### src/rtl/lqr_pkg.sv
/*
  Shared constants and types for the queued log receive command:
  command and subcommand codes, taskfile field positions, status and
  error byte layout, host register map and state encodings.
  Assumes a single clk_sys domain at 100 MHz and synchronous reset.
*/
package lqr_pkg;
  // ****************************************
  // Command decode
  // ****************************************
  localparam logic [7:0] LQR_CMD_QUEUED_RX = 8'h65;
  localparam logic [4:0] LQR_SUB_LOG_READ  = 5'h01;
  localparam int         LQR_SUB_W         = 5;
  localparam int         LQR_SUB_LSB       = 8;
  localparam int         LQR_TAG_W         = 5;
  localparam int         LQR_TAG_LSB       = 3;
  localparam int         LQR_ACT_W         = 32;
  localparam logic [7:0] LQR_DEVICE_BYTE   = 8'h40;

  // ****************************************
  // Status and error bytes
  // ****************************************
  localparam int         LQR_ST_BUSY    = 7;
  localparam int         LQR_ST_READY   = 6;
  localparam int         LQR_ST_ERR     = 0;
  localparam int         LQR_ER_ABORTED = 2;
  localparam logic [7:0] LQR_STATUS_RST = 8'h40;
  localparam logic [7:0] LQR_ERROR_RST  = 8'h00;

  // ****************************************
  // Host register map
  // ****************************************
  localparam logic [11:0] LQR_OFS_ISSUE    = 12'h000;
  localparam logic [11:0] LQR_OFS_COUNT    = 12'h004;
  localparam logic [11:0] LQR_OFS_LBA_LO   = 12'h008;
  localparam logic [11:0] LQR_OFS_LBA_HI   = 12'h00C;
  localparam logic [11:0] LQR_OFS_RESULT   = 12'h010;
  localparam logic [11:0] LQR_OFS_DONE     = 12'h014;
  localparam logic [11:0] LQR_OFS_IRQ_STAT = 12'h018;
  localparam logic [11:0] LQR_OFS_IRQ_MASK = 12'h01C;
  localparam int          LQR_ISS_TAG_LSB  = 8;
  localparam int          LQR_ISS_SUB_LSB  = 16;
  localparam int          LQR_ISS_START    = 31;
  localparam int          LQR_IRQ_ACK      = 0;
  localparam int          LQR_IRQ_ERR      = 1;
  localparam int          LQR_IRQ_SDB      = 2;
  localparam int          LQR_IRQ_W        = 3;

  // ****************************************
  // State encodings
  // ****************************************
  typedef enum logic [1:0] {
    LQR_D_IDLE = 2'b01,
    LQR_D_LOG  = 2'b10
  } lqr_dev_state_t;

  typedef enum logic [2:0] {
    LQR_H_IDLE = 3'b001,
    LQR_H_SEND = 3'b010,
    LQR_H_WAIT = 3'b100
  } lqr_host_state_t;
endpackage

### src/rtl/lqr_if.sv
/*
  Link between host controller end and device end: command frame,
  register frame back and set-device-bits frame back.
  Two-byte taskfile fields are {previous, current}. Same clock both ends.
*/
interface lqr_if;
  logic        h2d_valid;
  logic        h2d_ready;
  logic [7:0]  h2d_command;
  logic [15:0] h2d_feature;
  logic [15:0] h2d_count;
  logic [15:0] h2d_sect;
  logic [15:0] h2d_cyl_lo;
  logic [15:0] h2d_cyl_hi;
  logic [7:0]  h2d_device;
  logic        d2h_valid;
  logic [7:0]  d2h_status;
  logic [7:0]  d2h_error;
  logic        sdb_valid;
  logic        sdb_intr;
  logic [31:0] sdb_act;

  modport dev (
    input  h2d_valid, h2d_command, h2d_feature, h2d_count, h2d_sect,
    input  h2d_cyl_lo, h2d_cyl_hi, h2d_device,
    output h2d_ready, d2h_valid, d2h_status, d2h_error,
    output sdb_valid, sdb_intr, sdb_act
  );
  modport host (
    output h2d_valid, h2d_command, h2d_feature, h2d_count, h2d_sect,
    output h2d_cyl_lo, h2d_cyl_hi, h2d_device,
    input  h2d_ready, d2h_valid, d2h_status, d2h_error,
    input  sdb_valid, sdb_intr, sdb_act
  );
endinterface

### src/rtl/lqr_host.sv
/*
  Host controller end: software sets up a log read over APB, the
  block sends the command frame and collects register and
  set-device-bits frames, with sticky interrupt status.
  Assumes APB master in the clk_sys domain.
*/
module lqr_host
  import lqr_pkg::*;
(
  input  wire logic        clk_sys,
  input  wire logic        rst,
  lqr_if.host              link,
  input  wire logic        psel,
  input  wire logic        penable,
  input  wire logic        pwrite,
  input  wire logic [11:0] paddr,
  input  wire logic [31:0] pwdata,
  output logic [31:0]      prdata,
  output logic             pready,
  output logic             pslverr,
  output logic             irq
);

  // ****************************************
  // State
  // ****************************************
  typedef struct packed {
    lqr_host_state_t       state;
    logic                  pready;
    logic                  pslverr;
    logic [31:0]           prdata;
    logic [7:0]            cmd;
    logic [LQR_TAG_W-1:0]  tag;
    logic [LQR_SUB_W-1:0]  sub;
    logic [15:0]           count;
    logic [47:0]           lba;
    logic [15:0]           result;
    logic [LQR_ACT_W-1:0]  done;
    logic [LQR_IRQ_W-1:0]  irq_stat;
    logic [LQR_IRQ_W-1:0]  irq_mask;
    logic                  irq;
    logic                  h2d_valid;
    logic [7:0]            h2d_command;
    logic [15:0]           h2d_feature;
    logic [15:0]           h2d_count;
    logic [15:0]           h2d_sect;
    logic [15:0]           h2d_cyl_lo;
    logic [15:0]           h2d_cyl_hi;
  } lqr_host_q_t;

  lqr_host_q_t q;
  lqr_host_q_t next_q;

  logic                 acc;
  logic                 wr;
  logic                 mapped;
  logic [LQR_IRQ_W-1:0] ev;

  assign acc    = psel && penable;
  assign wr     = acc && pwrite && q.pready && !q.pslverr;
  assign mapped = (paddr[11:5] == '0) && (paddr[1:0] == 2'b00);

  always_comb begin
    next_q = q;
    ev     = '0;
    // Bus answer one cycle into the access phase
    next_q.pready  = acc && !q.pready;
    next_q.pslverr = acc && !q.pready && !mapped;
    next_q.prdata  = '0;
    if (acc && !q.pready && !pwrite) begin
      case (paddr)
        LQR_OFS_ISSUE:    next_q.prdata = {q.state != LQR_H_IDLE, 10'h000, q.sub,
                                           3'h0, q.tag, q.cmd};
        LQR_OFS_COUNT:    next_q.prdata = {16'h0000, q.count};
        LQR_OFS_LBA_LO:   next_q.prdata = q.lba[31:0];
        LQR_OFS_LBA_HI:   next_q.prdata = {16'h0000, q.lba[47:32]};
        LQR_OFS_RESULT:   next_q.prdata = {16'h0000, q.result};
        LQR_OFS_DONE:     next_q.prdata = q.done;
        LQR_OFS_IRQ_STAT: next_q.prdata = {29'h0, q.irq_stat};
        LQR_OFS_IRQ_MASK: next_q.prdata = {29'h0, q.irq_mask};
        default:          next_q.prdata = '0;
      endcase
    end

    case (q.state)
      LQR_H_IDLE: begin
        if (wr && paddr == LQR_OFS_ISSUE && pwdata[LQR_ISS_START]) begin
          next_q.h2d_valid   = 1'b1;
          next_q.h2d_command = pwdata[7:0];
          next_q.h2d_feature = q.count;
          next_q.h2d_count   = {3'h0, pwdata[LQR_ISS_SUB_LSB +: LQR_SUB_W],
                                pwdata[LQR_ISS_TAG_LSB +: LQR_TAG_W], 3'h0};
          next_q.h2d_sect    = {q.lba[31:24], q.lba[7:0]};
          next_q.h2d_cyl_lo  = {q.lba[39:32], q.lba[15:8]};
          next_q.h2d_cyl_hi  = {q.lba[47:40], q.lba[23:16]};
          next_q.state       = LQR_H_SEND;
        end
      end
      LQR_H_SEND: begin
        if (link.h2d_ready) begin
          next_q.h2d_valid = 1'b0;
          next_q.state     = LQR_H_WAIT;
        end
      end
      LQR_H_WAIT: begin
        if (link.d2h_valid) begin
          next_q.state = LQR_H_IDLE;
        end
      end
      default: begin
        next_q.state     = LQR_H_IDLE;
        next_q.h2d_valid = 1'b0;
      end
    endcase

    if (wr) begin
      case (paddr)
        LQR_OFS_ISSUE: begin
          next_q.cmd = pwdata[7:0];
          next_q.tag = pwdata[LQR_ISS_TAG_LSB +: LQR_TAG_W];
          next_q.sub = pwdata[LQR_ISS_SUB_LSB +: LQR_SUB_W];
        end
        LQR_OFS_COUNT:    next_q.count = pwdata[15:0];
        LQR_OFS_LBA_LO:   next_q.lba[31:0] = pwdata;
        LQR_OFS_LBA_HI:   next_q.lba[47:32] = pwdata[15:0];
        LQR_OFS_IRQ_MASK: next_q.irq_mask = pwdata[LQR_IRQ_W-1:0];
        default: begin
        end
      endcase
    end

    // Sticky events; a set in the clear cycle wins
    if (link.d2h_valid) begin
      next_q.result = {link.d2h_error, link.d2h_status};
      ev[LQR_IRQ_ACK] = !link.d2h_status[LQR_ST_ERR];
      ev[LQR_IRQ_ERR] = link.d2h_status[LQR_ST_ERR];
    end
    ev[LQR_IRQ_SDB] = link.sdb_valid && link.sdb_intr;
    next_q.done = q.done & ~((wr && paddr == LQR_OFS_DONE) ? pwdata : 32'h0);
    if (link.sdb_valid) begin
      next_q.done = next_q.done | link.sdb_act;
    end
    next_q.irq_stat = q.irq_stat & ~((wr && paddr == LQR_OFS_IRQ_STAT)
                      ? pwdata[LQR_IRQ_W-1:0] : 3'h0);
    next_q.irq_stat = next_q.irq_stat | ev;
    next_q.irq = |(next_q.irq_stat & next_q.irq_mask);
  end

  always_ff @(posedge clk_sys) begin
    if (rst) begin
      q <= '{state: LQR_H_IDLE, default: '0};
    end else begin
      q <= next_q;
    end
  end

  // ****************************************
  // Outputs
  // ****************************************
  assign prdata           = q.prdata;
  assign pready           = q.pready;
  assign pslverr          = q.pslverr;
  assign irq              = q.irq;
  assign link.h2d_valid   = q.h2d_valid;
  assign link.h2d_command = q.h2d_command;
  assign link.h2d_feature = q.h2d_feature;
  assign link.h2d_count   = q.h2d_count;
  assign link.h2d_sect    = q.h2d_sect;
  assign link.h2d_cyl_lo  = q.h2d_cyl_lo;
  assign link.h2d_cyl_hi  = q.h2d_cyl_hi;
  // device byte bit 6 set, bit 4 clear
  assign link.h2d_device  = LQR_DEVICE_BYTE;

endmodule // lqr_host

### src/flat_wrapper.sv
// flat-port wrapper written by rule: the top's interface ports become plain ports
module lqr_host_flat import lqr_pkg::*;
  (clk_sys, rst, psel, penable, pwrite, paddr, pwdata, prdata, pready, pslverr, irq, link_h2d_valid, link_h2d_command, link_h2d_feature, link_h2d_count, link_h2d_sect, link_h2d_cyl_lo, link_h2d_cyl_hi, link_h2d_device, link_h2d_ready, link_d2h_valid, link_d2h_status, link_d2h_error, link_sdb_valid, link_sdb_intr, link_sdb_act);
  lqr_if link_i ();
  input  wire logic clk_sys;
  input  wire logic rst;
  input  wire logic psel;
  input  wire logic penable;
  input  wire logic pwrite;
  input  wire logic [11:0] paddr;
  input  wire logic [31:0] pwdata;
  output logic [31:0] prdata;
  output logic pready;
  output logic pslverr;
  output logic irq;
  output wire logic [$bits(link_i.h2d_valid)-1:0] link_h2d_valid;
  output wire logic [$bits(link_i.h2d_command)-1:0] link_h2d_command;
  output wire logic [$bits(link_i.h2d_feature)-1:0] link_h2d_feature;
  output wire logic [$bits(link_i.h2d_count)-1:0] link_h2d_count;
  output wire logic [$bits(link_i.h2d_sect)-1:0] link_h2d_sect;
  output wire logic [$bits(link_i.h2d_cyl_lo)-1:0] link_h2d_cyl_lo;
  output wire logic [$bits(link_i.h2d_cyl_hi)-1:0] link_h2d_cyl_hi;
  output wire logic [$bits(link_i.h2d_device)-1:0] link_h2d_device;
  input wire logic [$bits(link_i.h2d_ready)-1:0] link_h2d_ready;
  input wire logic [$bits(link_i.d2h_valid)-1:0] link_d2h_valid;
  input wire logic [$bits(link_i.d2h_status)-1:0] link_d2h_status;
  input wire logic [$bits(link_i.d2h_error)-1:0] link_d2h_error;
  input wire logic [$bits(link_i.sdb_valid)-1:0] link_sdb_valid;
  input wire logic [$bits(link_i.sdb_intr)-1:0] link_sdb_intr;
  input wire logic [$bits(link_i.sdb_act)-1:0] link_sdb_act;
  assign link_h2d_valid = link_i.h2d_valid;
  assign link_h2d_command = link_i.h2d_command;
  assign link_h2d_feature = link_i.h2d_feature;
  assign link_h2d_count = link_i.h2d_count;
  assign link_h2d_sect = link_i.h2d_sect;
  assign link_h2d_cyl_lo = link_i.h2d_cyl_lo;
  assign link_h2d_cyl_hi = link_i.h2d_cyl_hi;
  assign link_h2d_device = link_i.h2d_device;
  assign link_i.h2d_ready = link_h2d_ready;
  assign link_i.d2h_valid = link_d2h_valid;
  assign link_i.d2h_status = link_d2h_status;
  assign link_i.d2h_error = link_d2h_error;
  assign link_i.sdb_valid = link_sdb_valid;
  assign link_i.sdb_intr = link_sdb_intr;
  assign link_i.sdb_act = link_sdb_act;
  lqr_host u_core (.clk_sys(clk_sys), .rst(rst), .link(link_i), .psel(psel), .penable(penable), .pwrite(pwrite), .paddr(paddr), .pwdata(pwdata), .prdata(prdata), .pready(pready), .pslverr(pslverr), .irq(irq));
endmodule
### config.mk
export PLATFORM = sky130hd
export DESIGN_NAME = lqr_host_flat
export DESIGN_NICKNAME = d
export VERILOG_FILES = /design/src/rtl/lqr_pkg.sv /design/src/rtl/lqr_if.sv /design/src/rtl/lqr_host.sv /design/src/flat_wrapper.sv
export SDC_FILE = /design/constraint.sdc
export NUM_CORES = 1
export LEC_CHECK = 0
export BUFFER_PORTS_ARGS = -buffer_cell sky130_fd_sc_hd__buf_2
export CAP_MARGIN = 25
export CORE_ASPECT_RATIO = 2
export CORE_MARGIN = 1.5
export CORE_UTILIZATION = 50
export DETAILED_ROUTE_END_ITERATION = 10
export HOLD_SLACK_MARGIN = 0.12
export PLACE_DENSITY = 0.74
export SETUP_SLACK_MARGIN = 0.5
export SYNTH_ARGS = -nofsm -noshare
export SYNTH_HDL_FRONTEND = slang
export SYNTH_SLANG_ARGS = --single-unit
### constraint.sdc
create_clock -name clk_sys -period 3.1 [get_ports clk_sys]
set_input_delay 0.62 -clock clk_sys [delete_from_list [all_inputs] [get_ports clk_sys]]
set_output_delay 0.62 -clock clk_sys [all_outputs]
set_load 0.02 [all_outputs]
Word-level counts from Yosys, hierarchy flattened:

Index checks and enable logic that the tools add are counted.

* equal/unequal tests: 14
* multiplexer cells: 14
* bitwise gates (word level): 9
* reduce and logical (&&, ||, !) cells: 30

Operators with widths (number)
* $pmux 32 s8: 1
* $mux 89: 1
* $mux 32: 2
* $eq 12x5->1 const B: 4
* $and 32x32->32: 1
* $not 32->32: 1
* $or 32x32->32: 1
* $eq 12x4->1 const B: 2
* $mux 3: 6
* $logic_and 1x1->1: 13
* $eq 12x3->1 const B: 1
* $logic_not 12->1: 1
* $reduce_and 2->1: 5
* $pmux 3 s3: 1
* $logic_not 7->1: 1
* $and 3x3->3: 2
* $reduce_and 3->1: 2
* $logic_not 1->1: 5
* $ne 2x2->1 const B: 2
* $eq 3x1->1 const B: 1
* $eq 3x2->1 const B: 1
* $eq 3x3->1 const B: 1
* $ne 3x1->1 const B: 1
* $not 3->3: 1
* 9 further kinds: 10

* register bits after elaboration: 257
* output and inout bits: 132
* logic and storage cells: 89

Logic depth before layout (Yosys ltp):

* depth after elaboration: 11
* mapped depth: 8
* depth with buffers taken out: 5

Least setup slack after synthesis:

Ideal clock, no wire load.

* path kind: input to register
* start point: input paddr[8]
* end point: register u_core.q (netlist bit u_core.irq)
* setup time: 0.122 ns
* arrival: 2.468 ns
* slack: 0.510 ns
* cell stages on the path: 7
* path buffers: 2
* cell sequence: or4_4 -> buf_6 -> or3_1 -> buf_2 -> o41ai_2 -> nand2_1 -> a221o_1

* longest elaborated chain between the ends: 8
* elaborated cells on any way between the ends: 11
* classes of those cells: 2 x eq/ne; 3 x mux; 4 x bitwise; 2 x reduce/logical

RTL lines
* from (decl): RTL line flat_wrapper.sv:10 `input wire logic [11:0] paddr;`
* $eq 12x5->1: RTL line lqr_host.sv:143 `next_q.irq_stat = q.irq_stat & ~((wr && paddr == LQR_OFS_IRQ_STAT)`
* $logic_and 1x1->1: RTL line lqr_host.sv:143
* $mux 3: RTL line lqr_host.sv:144 `? pwdata[LQR_IRQ_W-1:0] : 3'h0);`
* $not 3->3: RTL line lqr_host.sv:143
* $and 3x3->3: RTL line lqr_host.sv:143
* $or 3x3->3: RTL line lqr_host.sv:145 `next_q.irq_stat = next_q.irq_stat | ev;`
* $and 3x3->3 (*): RTL line lqr_host.sv:146 `next_q.irq = |(next_q.irq_stat & next_q.irq_mask);`
* $reduce_or 3->1 (*): RTL line lqr_host.sv:146
* to (signal assigned): RTL line lqr_host.sv:153 `q <= next_q;`
* to (decl): RTL line lqr_host.sv:51 `lqr_host_q_t q;`

Mark *: on every way between the ends. The rest lies on a longest branch, timed or not.
A chain may end at the register's enable or synchronous reset.

Worst setup path after layout:

* start point: input paddr[8]
* end point: register u_core.q (netlist bit u_core.prdata[9])

* longest elaborated chain between the ends: 2
* elaborated cells on any way between the ends: 9
* classes of those cells: 7 x eq/ne; 1 x mux; 1 x reduce/logical

RTL lines
* $eq 12x5->1, or another cell as far along: RTL line lqr_host.sv:71 `case (paddr)`
* $pmux 32 s8 (*): RTL line lqr_host.sv:71

Marks and branches as above.

==> impl_summary.txt <==
----------------------------------------------------
[Critical path]
  Endpoint required time on the critical path ... 3540 ps
  Endpoint of the most critical register-to-register path ... u_core.link.h2d_cyl_lo[11]
  Worst path arrival time ... about 2700 ps
  FF-to-FF Start ... u_core.pready
  Worst Setup Path Type ... primary input to flip-flop
  R2r worst-path depth ... 7
  FF-to-FF setup slack ... 1080 ps
  CP Capture Type ... flip-flop
  Maximum net fanout on the critical path ... 32
  Startpoint kind of the worst setup timing path ... primary input

[Synth]
  Syn Area/Cell ... 8.25 µm²
  Sequential-to-total area share from yosys stat ... 48.3%
  Synth async-reset ratio ... 0%
  Warnings from Yosys ... 0
  Unique masters post-synth ... 48
  Number of synthesized flops with an enable pin ... 0
  Post-synthesis register bit count ... about 260
  Gate Count Post-Synth ... 1291
  Primary FF master, synth ... sky130_fd_sc_hd__dfxtp_1
  Netlist Area Pre-Place ... between 10000 and 15000 µm²

[STA]
  Peak Freq ... 436 MHz
  RSZ-0062 raised after global routing ... no
  Portion of the clock cycle consumed by the worst path in the final layout ... roughly 74%
  Final setup fails ... 0
  Final-report max-slew violation count ... 0
  Final total negative setup slack ... 0 ps
  Slew HR ... between 40% and 50%
  Layout Skew ... 24.7 ps
  Endpoints failing hold ... 0
  Min Clock Period, post-route ... 2290 ps
  Hold slack final ... roughly 330 ps
  Worst Tran Pin Value ... 823 ps

[Global routing]
  First-pass GRT wire length ... 48.0 mm
  Total congestion overflow ... 0
  Number of antenna violations at the first check in global routing ... 0
  Pin count of the biggest net entering global routing ... 129
  Total routing resource utilization after global routing ... 27.9%
  Vias in the first global route ... 8634

[Place]
  Estimated wirelength of the detail-placed design ... 22.4 mm
  Placed Cells incl. Taps ... between 1.5k and 2k
  Routability Congestion ... 0.908
  Count of buffers from port buffering ... between 200 and 250

[Min path]
  Hold Path Depth ... 3
  Beginning of the worst hold path ... link_d2h_status[4]
  Worst Hold Class ... primary input to flip-flop
  Worst Hold Endpoint ... u_core.q[132]

[Clocking]
  Clock tree from TritonCTS ... done
  Number of hold buffers added after cts ... 0
  Num CTS Buffers ... 23
  Worst-skew pair later-pin latency ... 530 ps
  Postcts setup bufs ... 0
  Total number of H-tree levels ... 1
  Library cell used as clock root buffer ... sky130_fd_sc_hd__clkbuf_16
  Clock buffer depth ... 3
  CTS sink cnt ... 257
  Clock-pin slew on the worst setup and hold paths ... roughly 70 ps
  CTS resizes ... 0

[Final layout]
  Utilization of the core after routing ... 56.4%
  Fraction of layout cells with a size suffix above 1 ... 22.7%
  Footprint of the multi-input gates ... between 4000 and 5000 µm²
  Diode insertion count for antenna repair ... 0
  Reg area ... 5140 µm²
  # fillers ... 1934
  Post-Layout Cell Count ... 1635
  Commonest cells after routing, fill and taps aside ... sky130_fd_sc_hd__nand2_1, sky130_fd_sc_hd__dfxtp_1, sky130_fd_sc_hd__buf_2
  Layout area overhead ... 10.7%
  Most common library cell in the layout ignoring fill and taps ... sky130_fd_sc_hd__nand2_1
  Count of nets after finishing ... 1453

[Route]
  Post-DRT Antenna Nets ... 0
  Drt first pass iters ... 5
  Routed wire length per instance ... 19.4 µm
  Number of DRC violations after detailed-routing iteration 0 ... 660
  Residual DRC count ... 0
  Count of vias placed by the detailed router ... 9051
  Overall routed net length ... between 30 and 40 mm
  Post-DR vias/cell ... 5.54

[Floorplan]
  X dimension of the die ... 106 µm
  Count of boundary I/O pins ... 233
  Die H ... 209 µm
  Num rows ... 75
  Starting utilization of the core area ... 50.9%
  Core region area ... 20900 µm²
  Area enclosed by the die boundary ... 22300 µm²

[Power and ir drop]
  Leakage power summed over all cells ... ~4.6 nW
  Worst ir drop on vdd ... around 0.00042 V
  Power per unit of standard cell area ... 553 nW/µm²

[Job]
  Number of max-capacitance violations reported ... 0

[Run status]
  Outcome ... complete, no violations

----------------------------------------------------
==> report_power, final <==
group | switching, mW | total [mW] | internal (mW)
Clock | 1.22 | 2.85 | 1.63
Combinational | 0.189 | 0.300 | 0.111
Sequential | 0.0257 | 3.37 | 3.35
Total | 1.43 | 6.52 | 5.09
==> state kept, by name (all words and copies together) (netlist names) <==
| signal | flops |
|---|---|
| u_core.pready | 1 |
| u_core.link.h2d_command | 8 |
| u_core.link.h2d_sect | 16 |
| u_core.q | 139 |
| u_core.link.h2d_feature | 16 |
| u_core.irq | 1 |
| u_core.link.h2d_count | 10 |
| u_core.link.h2d_cyl_lo | 16 |
| u_core.prdata | 32 |
| u_core.pslverr | 1 |
| u_core.link.h2d_cyl_hi | 16 |
| u_core.link.h2d_valid | 1 |
==> critical path, stage by stage <==
cell and delay [ps]:
sky130_fd_sc_hd__buf_2 100, sky130_fd_sc_hd__or4_4 590, sky130_fd_sc_hd__or3_1 550, sky130_fd_sc_hd__or3_1 400
sky130_fd_sc_hd__buf_4 270, sky130_fd_sc_hd__a21oi_1 180
==> cell type report <==
type | instances | area share (%)
Sequential cell | 257 | 43.6
Multi-Input combinational cell | 820 | 35.5
Timing Repair Buffer | 245 | 11.5
Clock buffer | 34 | 5.91
Tap cell | 269 | 2.85
Clock inverter | 5 | 0.456
Inverter | 5 | 0.159
==> worst max-delay path by stage <==
stage,slack [ps],end,start
final,810,u_core.prdata[9],paddr[8]
after detailed placement,300,u_core.prdata[8],paddr[8]
after global routing,770,u_core.prdata[13],paddr[8]
after floorplan,510,u_core.irq,paddr[8]
after CTS,830,u_core.prdata[9],paddr[8]
after global placement,320,u_core.prdata[0],paddr[8]
==> layer usage <==
layer	share of wire [%]	vias up	GRT usage [%]
met4	7.4	0	19.5
li1	-	4320	-
met3	5.0	108	2.92
met1	35	4265	29.7
met5	0	-	0
met2	53	358	50.7
==> per-stage QoR <==
stage	instance area, µm²	setup WS (ps)	power (mW)
floorplan	10700	510	3.61
global placement	11100	325	3.74
detailed placement	11100	298	3.74
CTS	11800	831	6.56
global route	11800	773	6.71
finish	11800	809	6.52
==> kinds of logic after synthesis <==
logic type      after synthesis  share of synthesized area (%)
compound gates              290                           16.5
buf+inv                     226                           13.1
flops                       257                           48.3
mux                          31                           3.05
other cells                   2                         0.0705
simple gates                485                           19.0
==> cells in the mapped netlist, drive strengths merged, types with 2 or more instances <==
library cell,count,area share [%]
a21oi,191,9.1
o21ai,10,0.47
clkbuf,63,2.2
or2,2,0.12
nor3b,3,0.21
nor2b,3,0.18
mux2i,19,1.8
nand4,2,0.12
nor4,2,0.32
a221o,2,0.19
and3,3,0.18
conb,2,0.070
nand2,341,12
nand2b,6,0.35
or3,6,0.35
a222oi,19,1.8
nor2,65,2.3
dfxtp,257,48
a22oi,55,3.9
inv,5,0.18
mux2,12,1.3
buf,158,11
o41ai,3,0.39
a31oi,2,0.12
nor3,9,0.67
nand3,38,1.8
Note: power is estimated with default switching activity, not from simulation.
